## src/ufa_defines.vh

```
// constants for the serial port with framing check and address filter
// assumes a 32-bit apb master on pclk; included by ufa_top.v only
// ==========================================================
// Summary of operation
// RULE1: three asynchronous modes, enhancements in each; mode 1 here has no address filter, mpe acts in modes 2 and 3 only
// RULE2: transmitter and receiver run independently, own baud
// RULE3: framing check only while enable bit set
// RULE4: invalid stop bit sets framing error flag
// RULE5: framing error flag sticky until software or reset
// RULE6: checking on, receive done at stop bit
// RULE7: given address match under mask bits
// RULE8: broadcast is address or mask, zeros ignored
// RULE9: reset clears address and mask, accept all
// RULE10: master sends all ones to reach everyone
// RULE11: address frames filtered in nine-bit modes
`ifndef UFA_DEFINES_VH
`define UFA_DEFINES_VH
// ==========================================================
// register byte offsets
`define UFA_OFS_CTRL 8'h00
`define UFA_OFS_PWR 8'h04
`define UFA_OFS_TXD 8'h08
`define UFA_OFS_RXD 8'h0c
`define UFA_OFS_ADDR 8'h10
`define UFA_OFS_SMASK 8'h14
`define UFA_OFS_BAUD 8'h18
`define UFA_OFS_IMASK 8'h1c
// ==========================================================
// serial_control_reg fields
`define UFA_B_MODE 1:0
`define UFA_B_REN 2
`define UFA_B_MPE 3
`define UFA_B_TB8 4
`define UFA_B_RB8 5
`define UFA_B_TXBSY 6
`define UFA_B_RDONE 8
`define UFA_B_FERR 9
`define UFA_B_TDONE 10
`define UFA_B_FLAGS 10:8
// power_control_reg field
`define UFA_B_FCE 0
// ==========================================================
// reset values and timing
`define UFA_RST_ADDR 8'h00
`define UFA_RST_BAUD 16'h0000
`define UFA_MODE_8BIT 2'h1
`define UFA_MODE_OFF 2'h0
`define UFA_SUB_MID 4'h7
`define UFA_SUB_LAST 4'hf
`define UFA_BITS_M1 4'h9
`define UFA_BITS_M23 4'ha
`define UFA_DBITS_M1 4'h8
`define UFA_DBITS_M23 4'h9
`endif

```

## src/ufa_top.v

```verilog
// uart core with stop-bit framing check and slave address filter
// assumes apb master on pclk, rxd_in asynchronous to pclk
`timescale 1ns/10ps
`include "ufa_defines.vh"
module ufa_top (
  input wire pclk,
  input wire presetn,
  input wire ce, // freezes all state while low
  input wire psel,
  input wire penable,
  input wire pwrite,
  input wire [7:0] paddr,
  input wire [31:0] pwdata,
  output reg [31:0] prdata,
  output reg pready,
  output reg pslverr,
  input wire rxd_in, // serial line in
  output reg txd_out, // serial line out
  output reg irq // level interrupt
);
  // ==========================================================
  // registers
  reg [1:0] mode_r; // 0 off, 1..3 async modes
  reg ren_r; // receiver enable
  reg mpe_r; // multiprocessor address filtering
  reg tb8_r; // ninth bit to send
  reg rb8_r; // ninth bit received
  reg [2:0] flag_r; // tx done, framing error, rx done
  reg [2:0] imask_r; // interrupt mask, same layout
  reg fce_r; // framing_check_enable
  reg [7:0] slave_addr_reg_r; // slave_addr_reg
  reg [7:0] smask_r; // slave_addr_mask_reg
  reg [15:0] tdiv_r; // tx tick divisor
  reg [15:0] rdiv_r; // rx tick divisor
  reg [7:0] rxbuf_r; // last accepted byte
  // line sync
  reg rx_m_r; // first stage, read only by rx_s_r
  reg rx_s_r; // second stage
  // transmitter
  reg tx_busy_r;
  reg [10:0] tsh_r; // shift register, lsb first
  reg [3:0] tbits_r; // bits left
  reg [3:0] tsub_r; // sixteenths of a bit
  reg [15:0] tcnt_r; // baud divider
  // receiver
  localparam RX_IDLE = 2'h0;
  localparam RX_START = 2'h1;
  localparam RX_DATA = 2'h2;
  localparam RX_STOP = 2'h3;
  reg [1:0] rst_r; // receiver state
  reg [3:0] rsub_r;
  reg [15:0] rcnt_r;
  reg [3:0] rbit_r; // data bits taken
  reg [8:0] rsh_r; // data collected
  reg rdone_late_r; // done still owed at stop bit

  // ==========================================================
  // apb decode
  wire acc = psel & penable & ~pready; // one access cycle
  wire wr = psel & penable & pready & pwrite; // lands at the edge that completes the transfer
  wire hit = (paddr == `UFA_OFS_CTRL) || (paddr == `UFA_OFS_PWR) || (paddr == `UFA_OFS_TXD) ||
             (paddr == `UFA_OFS_RXD) || (paddr == `UFA_OFS_ADDR) || (paddr == `UFA_OFS_SMASK) ||
             (paddr == `UFA_OFS_BAUD) || (paddr == `UFA_OFS_IMASK);
  wire nine = (mode_r != `UFA_MODE_8BIT); // modes 2 and 3 carry a ninth bit
  wire [3:0] nbits = nine ? `UFA_DBITS_M23 : `UFA_DBITS_M1; // data bits per frame
  wire ttick = (tcnt_r == tdiv_r); // separate dividers per direction
  wire rtick = (rcnt_r == rdiv_r);
  // address compare on the eight low received bits
  wire [7:0] bcast = slave_addr_reg_r | smask_r; // broadcast pattern
  wire given_hit = (((rsh_r[7:0] ^ slave_addr_reg_r) & smask_r) == 8'h00); // RULE7 RULE9
  wire bcast_hit = (((rsh_r[7:0] ^ bcast) & bcast) == 8'h00); // RULE8 RULE10
  // nine-bit frames with filtering on: only matching address frames pass
  wire accept = ~(mpe_r & nine) | (rsh_r[8] & (given_hit | bcast_hit)); // RULE11
  // events
  reg ev_rdone;
  reg ev_ferr;
  reg ev_tdone;

  // ==========================================================
  // read mux
  reg [31:0] rdata;
  always @* begin
    rdata = 32'h0000_0000;
    if (paddr == `UFA_OFS_CTRL) begin
      rdata[`UFA_B_MODE] = mode_r;
      rdata[`UFA_B_REN] = ren_r;
      rdata[`UFA_B_MPE] = mpe_r;
      rdata[`UFA_B_TB8] = tb8_r;
      rdata[`UFA_B_RB8] = rb8_r;
      rdata[`UFA_B_TXBSY] = tx_busy_r;
      rdata[`UFA_B_FLAGS] = flag_r;
    end else if (paddr == `UFA_OFS_PWR) begin
      rdata[`UFA_B_FCE] = fce_r;
    end else if (paddr == `UFA_OFS_RXD) begin
      rdata[7:0] = rxbuf_r;
    end else if (paddr == `UFA_OFS_ADDR) begin
      rdata[7:0] = slave_addr_reg_r;
    end else if (paddr == `UFA_OFS_SMASK) begin
      rdata[7:0] = smask_r;
    end else if (paddr == `UFA_OFS_BAUD) begin
      rdata = {rdiv_r, tdiv_r};
    end else if (paddr == `UFA_OFS_IMASK) begin
      rdata[`UFA_B_FLAGS] = imask_r;
    end
  end

  // ==========================================================
  // apb answer, one wait cycle, registered outputs
  always @(posedge pclk or negedge presetn) begin
    if (!presetn) begin
      pready <= 1'b0;
      pslverr <= 1'b0;
      prdata <= 32'h0000_0000;
      irq <= 1'b0;
    end else if (ce) begin
      pready <= acc;
      pslverr <= acc & ~hit; // unmapped address answers with error
      if (acc && !pwrite) begin
        prdata <= rdata;
      end
      irq <= |(flag_r & imask_r);
    end
  end

  // ==========================================================
  // control registers and sticky flags
  always @(posedge pclk or negedge presetn) begin
    if (!presetn) begin
      mode_r <= `UFA_MODE_OFF;
      ren_r <= 1'b0;
      mpe_r <= 1'b0;
      tb8_r <= 1'b0;
      flag_r <= 3'h0;
      imask_r <= 3'h0;
      fce_r <= 1'b0;
      slave_addr_reg_r <= `UFA_RST_ADDR; // RULE9
      smask_r <= `UFA_RST_ADDR; // RULE9
      tdiv_r <= `UFA_RST_BAUD;
      rdiv_r <= `UFA_RST_BAUD;
    end else if (ce) begin
      if (wr && paddr == `UFA_OFS_CTRL) begin
        mode_r <= pwdata[`UFA_B_MODE]; // RULE1
        ren_r <= pwdata[`UFA_B_REN];
        mpe_r <= pwdata[`UFA_B_MPE];
        tb8_r <= pwdata[`UFA_B_TB8];
      end
      if (wr && paddr == `UFA_OFS_PWR) begin
        fce_r <= pwdata[`UFA_B_FCE];
      end
      if (wr && paddr == `UFA_OFS_ADDR) begin
        slave_addr_reg_r <= pwdata[7:0];
      end
      if (wr && paddr == `UFA_OFS_SMASK) begin
        smask_r <= pwdata[7:0];
      end
      if (wr && paddr == `UFA_OFS_BAUD) begin
        tdiv_r <= pwdata[15:0];
        rdiv_r <= pwdata[31:16];
      end
      if (wr && paddr == `UFA_OFS_IMASK) begin
        imask_r <= pwdata[`UFA_B_FLAGS];
      end
      // write one clears, a same-cycle event wins; valid frames never clear
      flag_r <= (flag_r & ~((wr && paddr == `UFA_OFS_CTRL) ? pwdata[`UFA_B_FLAGS] : 3'h0)) |
                {ev_tdone, ev_ferr, ev_rdone}; // RULE5
    end
  end

  // ==========================================================
  // line input synchroniser
  always @(posedge pclk or negedge presetn) begin
    if (!presetn) begin
      rx_m_r <= 1'b1;
      rx_s_r <= 1'b1;
    end else if (ce) begin
      rx_m_r <= rxd_in;
      rx_s_r <= rx_m_r;
    end
  end

  // ==========================================================
  // transmitter, independent of the receiver
  always @(posedge pclk or negedge presetn) begin
    if (!presetn) begin
      tx_busy_r <= 1'b0;
      tsh_r <= 11'h7ff;
      tbits_r <= 4'h0;
      tsub_r <= 4'h0;
      tcnt_r <= 16'h0000;
      txd_out <= 1'b1;
      ev_tdone <= 1'b0;
    end else if (ce) begin
      ev_tdone <= 1'b0;
      tcnt_r <= ttick ? 16'h0000 : tcnt_r + 16'h0001; // RULE2
      if (!tx_busy_r) begin
        txd_out <= 1'b1;
        // a write while busy or with the port off is dropped
        if (wr && paddr == `UFA_OFS_TXD && mode_r != `UFA_MODE_OFF) begin
          tx_busy_r <= 1'b1;
          tsh_r <= nine ? {1'b1, tb8_r, pwdata[7:0], 1'b0} : {2'h3, pwdata[7:0], 1'b0};
          tbits_r <= nine ? `UFA_BITS_M23 + 4'h1 : `UFA_BITS_M1 + 4'h1;
          tsub_r <= 4'h0;
          tcnt_r <= 16'h0000;
        end
      end else if (ttick) begin
        if (tsub_r == 4'h0) begin
          // start of a bit time: present next bit
          txd_out <= tsh_r[0];
          tsh_r <= {1'b1, tsh_r[10:1]};
        end
        tsub_r <= tsub_r + 4'h1;
        if (tsub_r == `UFA_SUB_LAST) begin
          tbits_r <= tbits_r - 4'h1;
          if (tbits_r == 4'h1) begin
            tx_busy_r <= 1'b0;
            ev_tdone <= 1'b1;
          end
        end
      end
    end
  end

  // ==========================================================
  // receiver: sixteen ticks per bit, sample at the middle
  // start is re-checked at mid bit so short glitches are dropped
  always @(posedge pclk or negedge presetn) begin
    if (!presetn) begin
      rst_r <= RX_IDLE;
      rsub_r <= 4'h0;
      rcnt_r <= 16'h0000;
      rbit_r <= 4'h0;
      rsh_r <= 9'h000;
      rxbuf_r <= 8'h00;
      rb8_r <= 1'b0;
      rdone_late_r <= 1'b0;
      ev_rdone <= 1'b0;
      ev_ferr <= 1'b0;
    end else if (ce) begin
      ev_rdone <= 1'b0;
      ev_ferr <= 1'b0;
      rcnt_r <= rtick ? 16'h0000 : rcnt_r + 16'h0001; // RULE2
      if (rtick) begin
        rsub_r <= rsub_r + 4'h1;
      end
      case (rst_r)
        RX_IDLE: begin
          if (ren_r && mode_r != `UFA_MODE_OFF && !rx_s_r) begin
            rst_r <= RX_START;
            rsub_r <= 4'h0;
            rcnt_r <= 16'h0000;
          end
        end
        RX_START: begin
          if (rtick && rsub_r == `UFA_SUB_MID) begin
            if (rx_s_r) begin
              rst_r <= RX_IDLE; // false start
            end else begin
              rst_r <= RX_DATA;
              rbit_r <= 4'h0;
            end
          end
        end
        RX_DATA: begin
          if (rtick && rsub_r == `UFA_SUB_MID) begin
            // lsb first; eight-bit frames end with a zero ninth bit
            rsh_r <= nine ? {rx_s_r, rsh_r[8:1]} : {1'b0, rx_s_r, rsh_r[7:1]};
            rbit_r <= rbit_r + 4'h1;
            if (rbit_r + 4'h1 == nbits) begin
              rst_r <= RX_STOP;
              rdone_late_r <= fce_r; // RULE6
            end
          end
        end
        RX_STOP: begin
          // without the check the frame is delivered at the last data bit
          if (!rdone_late_r && rbit_r == nbits) begin
            rbit_r <= 4'h0;
            if (accept) begin // RULE11
              rxbuf_r <= rsh_r[7:0];
              rb8_r <= rsh_r[8];
              ev_rdone <= 1'b1; // RULE6
            end
          end
          if (rtick && rsub_r == `UFA_SUB_MID) begin
            rst_r <= RX_IDLE;
            rdone_late_r <= 1'b0;
            // check only while enabled; a bad stop bit flags the error
            if (rdone_late_r && !rx_s_r) begin
              ev_ferr <= 1'b1; // RULE3 RULE4
            end
            if (rdone_late_r && accept) begin
              rxbuf_r <= rsh_r[7:0];
              rb8_r <= rsh_r[8];
              ev_rdone <= 1'b1; // RULE6
            end
          end
        end
        default: begin
          rst_r <= RX_IDLE;
        end
      endcase
    end
  end
endmodule // ufa_top
```

## config.mk

```make
export PLATFORM = sky130hd
export DESIGN_NAME = ufa_top
export DESIGN_NICKNAME = d
export VERILOG_FILES = /design/src/ufa_top.v
export VERILOG_INCLUDE_DIRS = /design/src
export SDC_FILE = /design/constraint.sdc
export NUM_CORES = 1
export LEC_CHECK = 0
export ABC_CLOCK_PERIOD_IN_PS = 3300
export BUFFER_PORTS_ARGS = -buffer_cell sky130_fd_sc_hd__buf_2
export CORE_ASPECT_RATIO = 0.5
export CORE_MARGIN = 2
export CORE_UTILIZATION = 30
export CTS_CLUSTER_SIZE = 12
export DETAILED_ROUTE_END_ITERATION = 8
export PLACE_DENSITY = 0.52
export SETUP_SLACK_MARGIN = 0.1
export SLEW_MARGIN = 40
export SYNTH_ARGS = -nofsm -noshare
export SYNTH_HDL_FRONTEND = slang
export SYNTH_SLANG_ARGS = --single-unit
```

## constraint.sdc

```tcl
create_clock -name pclk -period 3.3 [get_ports pclk]
set_clock_uncertainty 0.2 [all_clocks]
set_input_delay 0.33 -clock pclk [delete_from_list [all_inputs] [get_ports pclk]]
set_output_delay 0.33 -clock pclk [all_outputs]
set_load 0.01 [all_outputs]
```

Yosys cells after proc, flatten, opt, wreduce, memory -nomap -nowiden
Index checks and enable logic that the tools add are counted.
{"block": "totals", "regBits": 182, "inputBits": 47, "rom_bits": 0, "mem_count": 0, "wordCells": 225, "ram_bits": 0, "latch_bits": 0}
{"block": "op_classes", "bitwise": 21, "div": 0, "n_mux": 85, "eq_ne": 28, "n_mul": 0, "n_addsub": 6, "order_cmp": 0, "shifts": 0, "reduce_logical": 51}
{"cell": "two-way mux 16 bit", "n": 6}
{"cell": "two-way mux 24 bit", "n": 3}
{"cell": "two-way mux 8 bit", "n": 8}
{"cell": "two-way mux 4 bit", "n": 14}
{"cell": "two-way mux 11 bit", "n": 4}
{"cell": "two-way mux 21 bit", "n": 2}
{"cell": "adder 16 x 1 -> 16 bit, second input constant", "n": 2}
{"cell": "equality test 16 bit", "n": 2}
{"cell": "equality test 8 x 5 -> 1 bit, second input constant", "n": 4}
{"cell": "two-way mux 1 bit", "n": 31}
{"cell": "two-way mux 31 bit", "n": 1}
{"cell": "zero test 8 bit", "n": 3}
{"cell": "AND 8 bit", "n": 2}
{"cell": "equality test 8 x 4 -> 1 bit, second input constant", "n": 2}
{"cell": "AND reduction 2 bit", "n": 8}
{"cell": "bitwise XOR 8 bit", "n": 2}
{"cell": "logical AND 1 bit", "n": 15}
{"cell": "!= test 2 bit, second input constant", "n": 7}
{"cell": "adder 4 x 1 -> 4 bit, second input constant", "n": 3}
{"cell": "two-way mux 2 bit", "n": 6}
{"cell": "two-way mux 3 bit", "n": 4}
{"cell": "one-hot mux 4 bit (3 select lines)", "n": 1}
{"cell": "AND reduction 6 bit", "n": 2}
{"cell": "two-way mux 10 bit", "n": 1}
{"cell": "30 further kinds", "n": 58}

Depth between registers and ports, before layout
{"block": "depth", "ltp_word": 12, "mapped_depth": 10}

Worst setup path after synthesis
OpenSTA, ideal clock, no wires.
{"block": "synth_timing", "path_type": "flip-flop to flip-flop", "startpoint": "register rcnt_r[5]", "endpoint": "register rb8_r", "t_arrival_ps": 2048, "synth_period_minus_slack_ps": 2373, "setup_time_ps": 125, "slack_ps": 927, "stages_incl_launch_ff": 9, "required_time_ps": 2975, "path_cell_list": "dfrtp_1 -> buf_6 -> xnor2_2 -> nand4_1 -> nor4_2 -> buf_6 -> nand4_4 -> a32oi_4 -> mux2_2"}
{"block": "synth_between", "elab_chain_cells": 3}
{"element": "from (decl)", "line": "ufa_top.v:52", "rtl": "reg [15:0] rcnt_r;"}
{"element": "from (signal assigned)", "line": "ufa_top.v:241", "rtl": "rcnt_r <= rtick ? 16'h0000 : rcnt_r + 16'h0001;"}
{"element": "equality test 16 bit", "line": "ufa_top.v:67", "rtl": "wire rtick = (rcnt_r == rdiv_r);"}
{"element": "logical AND 1 bit (no line)"}
{"element": "two-way mux 1 bit", "line": "ufa_top.v:284", "rtl": "if (rtick && rsub_r == `UFA_SUB_MID) begin"}
{"element": "to (signal assigned)", "line": "ufa_top.v:280", "rtl": "rb8_r <= rsh_r[8];"}
{"element": "to (signal assigned)", "line": "ufa_top.v:293", "rtl": "rb8_r <= rsh_r[8];"}
{"element": "to (decl)", "line": "ufa_top.v:27", "rtl": "reg rb8_r;"}
Every way passes these cells.
A chain may end at the register's enable or synchronous reset.

Worst setup path after layout
{"block": "layout_timing", "startpoint": "register rcnt_r[0]", "endpoint": "register rsh_r[1]"}
{"block": "layout_between", "elab_chain_cells": 3}
{"element": "equality test 16 bit", "line": "ufa_top.v:67"}
{"element": "logical AND 1 bit (no line)"}
{"element": "AND reduction 3 bit (no line)"}
{"element": "to (signal assigned)", "line": "ufa_top.v:266", "rtl": "rsh_r <= nine ? {rx_s_r, rsh_r[8:1]} : {1'b0, rx_s_r, rsh_r[7:1]};"}
{"element": "to (decl)", "line": "ufa_top.v:54", "rtl": "reg [8:0] rsh_r;"}
Every way passes these cells.

==> run_results.csv <==
group,metric,value,unit
drt,routedWlPerCell,17.98,um
yosys,netlist_area,0.008860,mm^2
sta,tns,0,ps
yosys,synth_ff_type,"dfrtp_1",
clock_network,cts_made_buffers,17,
worst_setup_path,crit_path_start_kind,"flip-flop",
worst_setup_path,arrival,2850,ps
worst_setup_path,crit_required,3430,ps
yosys,synth_edf_count,0,
final_layout,fin_nets,989,
grt,grt-ovfl-total,0,
final_layout,area_growth,20.73,%
worst_setup_path,crit_type,"flip-flop to flip-flop",
placement,gp_congestion,0.8919,
final_layout,utilization,36.87,%
clock_network,cts_resized,0,
yosys,ys.warnings.count,0,
drt,routed_via_density,4.978,
placement,place_ws,586.2,ps
clock_network,clockRootBuffer,"clkbuf_16",
worst_setup_path,crit_path_max_fanout,11,
worst_setup_path,crit_path_cell_trace,"xnor2_1 > nand4_1 > nor4_2 > buf_4 > nand2_2 > nor3_4 > mux2_2",
sta,whs,34.48,ps
floorplanning,core,0.02901,mm^2
drt,route.detailed.drc,0,
yosys,yosys-top-cells-area,"dfrtp_1 47%, mux2_2 12%, xnor2_1 4.0%",
power,p_per_area,494.0,mW/mm^2
placement,io_buffers,82,
yosys,ys_async_sr_fraction,100.0,%
grt,track_usage,16.17,%
power,power.total,5.284,mW
yosys,synth.ff_latch_count,181,
sta,rsz0062_at_grt,"no",
yosys,syn_nets,878,
grt,grt_pass1_wl,38250,um
clock_network,clk_latency,450,ps
grt,grt_max_degree,60,
sta,max_freq,366.8,MHz
sta,timing.final.crit_share,82.61,%
sta,worst_pin_slew,657.9,ps
placement,placed_cells,1280,
worst_setup_path,slowest_stage,"nor3_4",
floorplanning,die_x,247.0,um
floorplanning,initial_core_util,30.54,%
sta,maxSlewViolCount,0,
drt,dr.pass1.iters,5,
worst_setup_path,end_kind,"flip-flop",
drt,ant_nets,0,
final_layout,fillers,2853,
power,peakVddDrop,361.4,uV
final_layout,mostFrequentLayoutCell,"dfrtp_1",
final_layout,multi_input_area,0.004080,mm^2
worst_setup_path,slowest_delay,510,ps
placement,hpwl,17720,um
yosys,synthCells,823,
grt,antenna_found_initial,0,
clock_network,clkTransAtPathRegs,70,ps
clock_network,clock-sinks,181,
sta,period_minus_slack,2726,ps
yosys,avgSynthCellArea,10.77,um^2
status,outcome,"finished, final reports clean",
yosys,synth_seq_area_share,51.31,%
final_layout,final_cell_mix,"168 x dfrtp_1, 94 x mux2_2, 90 x nand2_1, 81 x buf_2, 80 x nor2_1",
final_layout,fin_area,0.01070,mm^2
floorplanning,dieArea,0.03101,mm^2
placement,dpl_cell_area,0.009786,mm^2
yosys,synth_top_area_share,47.45,%
clock_network,htreeDepth,4,
drt,drt_first_iter_violations,418,
clock_network,cts_tree,"done",
grt,grt_pass1_vias,6774,
drt,vias,6661,
yosys,yosysTopAreaCell,"dfrtp_1",
drt,drt_wl_total,24060,um
final_layout,diodes,0,
final_layout,seqCellArea,0.004546,mm^2
sta,slew_headroom,55.80,%
power,power_leakage,4.988,nW
sta,final.setup.worst_slack,573.7,ps
sta,setup_viol,0,
floorplanning,placementRows,44,
job,cap_violations,0,
clock_network,post_cts_buffers,0,
floorplanning,die_h,125.5,um
worst_hold_path,worstHoldPathType,"input pin to flip-flop",
sta,final_hold_viol_count,0,
floorplanning,num_io_pins,83,
yosys,ys_types,71,
final_layout,drive_above_1_share,27.56,%
clock_network,clockBufferDepth,2,
final_layout,final_cells,1338,
-- state kept, by name (all words and copies together), names as in the netlist, 8 cells and up, named ones only --
| name | cells |
|---|---|
| rxbuf_r | 8 |
| tsh_r | 10 |
| rcnt_r | 16 |
| prdata | 32 |
| smask_r | 8 |
| tdiv_r | 16 |
| rsh_r | 9 |
| rdiv_r | 16 |
| tcnt_r | 16 |
| slave_addr_reg_r | 8 |
-- cell usage after synthesis, drive strengths merged, types with 3 or more instances --
| library cell | n |
|---|---|
| and2 | 7 |
| nor3 | 13 |
| nand2 | 91 |
| a22oi | 12 |
| a21oi | 8 |
| nand2b | 3 |
| o21ai | 26 |
| dfstp | 13 |
| a21o | 6 |
| dfrtp | 168 |
| xnor2 | 41 |
| or2 | 3 |
| nand4 | 19 |
| and4 | 3 |
| o22ai | 3 |
| buf | 14 |
| nand3 | 44 |
| inv | 19 |
| clkbuf | 23 |
| nand3b | 3 |
| a211o | 3 |
| nor2 | 81 |
| a31oi | 12 |
| and3 | 14 |
| o211ai | 4 |
| a22o | 4 |
| ha | 8 |
| o221ai | 6 |
| mux2i | 4 |
| o31ai | 3 |
| xor2 | 30 |
| mux2 | 94 |
| o2bb2ai | 4 |
| o21bai | 3 |
| nor4 | 7 |
-- path summary, 6_finish.rpt --
check | startpoint | end | slack (ps) | depth (start not counted)
worst max-delay path | rcnt_r[0]$_DFFE_PN0P_ | rsh_r[1]$_DFFE_PN0P_ | 570 | 7
worst min-delay path | pwdata[7] | slave_addr_reg_r[7]$_DFFE_PN0P_ | 30 | 2
worst max register to register | rcnt_r[0]$_DFFE_PN0P_ | rsh_r[1]$_DFFE_PN0P_ | 570 | 7
worst min register to register | prdata[19]$_DFFE_PN0P_ | prdata[19]$_DFFE_PN0P_ | 260 | 2
max in group asynchronous | presetn | tsh_r[8]$_DFFE_PN1P_ | 1910 | 3
min in group asynchronous | presetn | smask_r[3]$_DFFE_PN0P_ | 180 | 2
-- cell families after synthesis --
family / share of synthesized area [%]
simple gates: 16.17
flops: 51.31
compound gates: 9.194
mux: 12.40
xor+xnor: 7.104
buf+inv: 2.697
fa+ha+maj: 1.130
-- worst max-delay path: cells and delay by family (launching register included) --
kind | cells | cell delay, ps
buf+inv | 1 | 230
mux | 1 | 400
flops | 1 | 450
xor+xnor | 1 | 190
simple gates | 4 | 1130
-- layer usage --
layer,global-route usage (%),wire length [um],vias to the layer above
met5,0,0,-
met4,6.485,726,0
met3,3.800,951,45
met2,25.92,11530,120
met1,21.11,10850,3375
li1,-,-,3121
-- what timing repair did --
action | in CTS | in global routing
hold endpoints to repair | 68 | 2
hold buffers | 25 | 1
setup endpoints to repair | 0 | 0
-- power by group --
part,internal (mW),switching [mW],leakage (nW)
combinational,0.241,0.331,2.26
clock,1.35,0.929,0.318
sequential,2.32,0.113,2.41
total,3.91,1.37,4.99
-- layout make-up --
class,count,area share (%)
Clock buffer,17,3.977
Clock inverter,15,2.106
Inverter,19,0.6667
Timing Repair Buffer,129,8.036
Sequential cell,181,42.50
Tap cell,391,4.574
Multi-Input combinational cell,586,38.14
No activity file was read; power rests on OpenSTA's default activity.
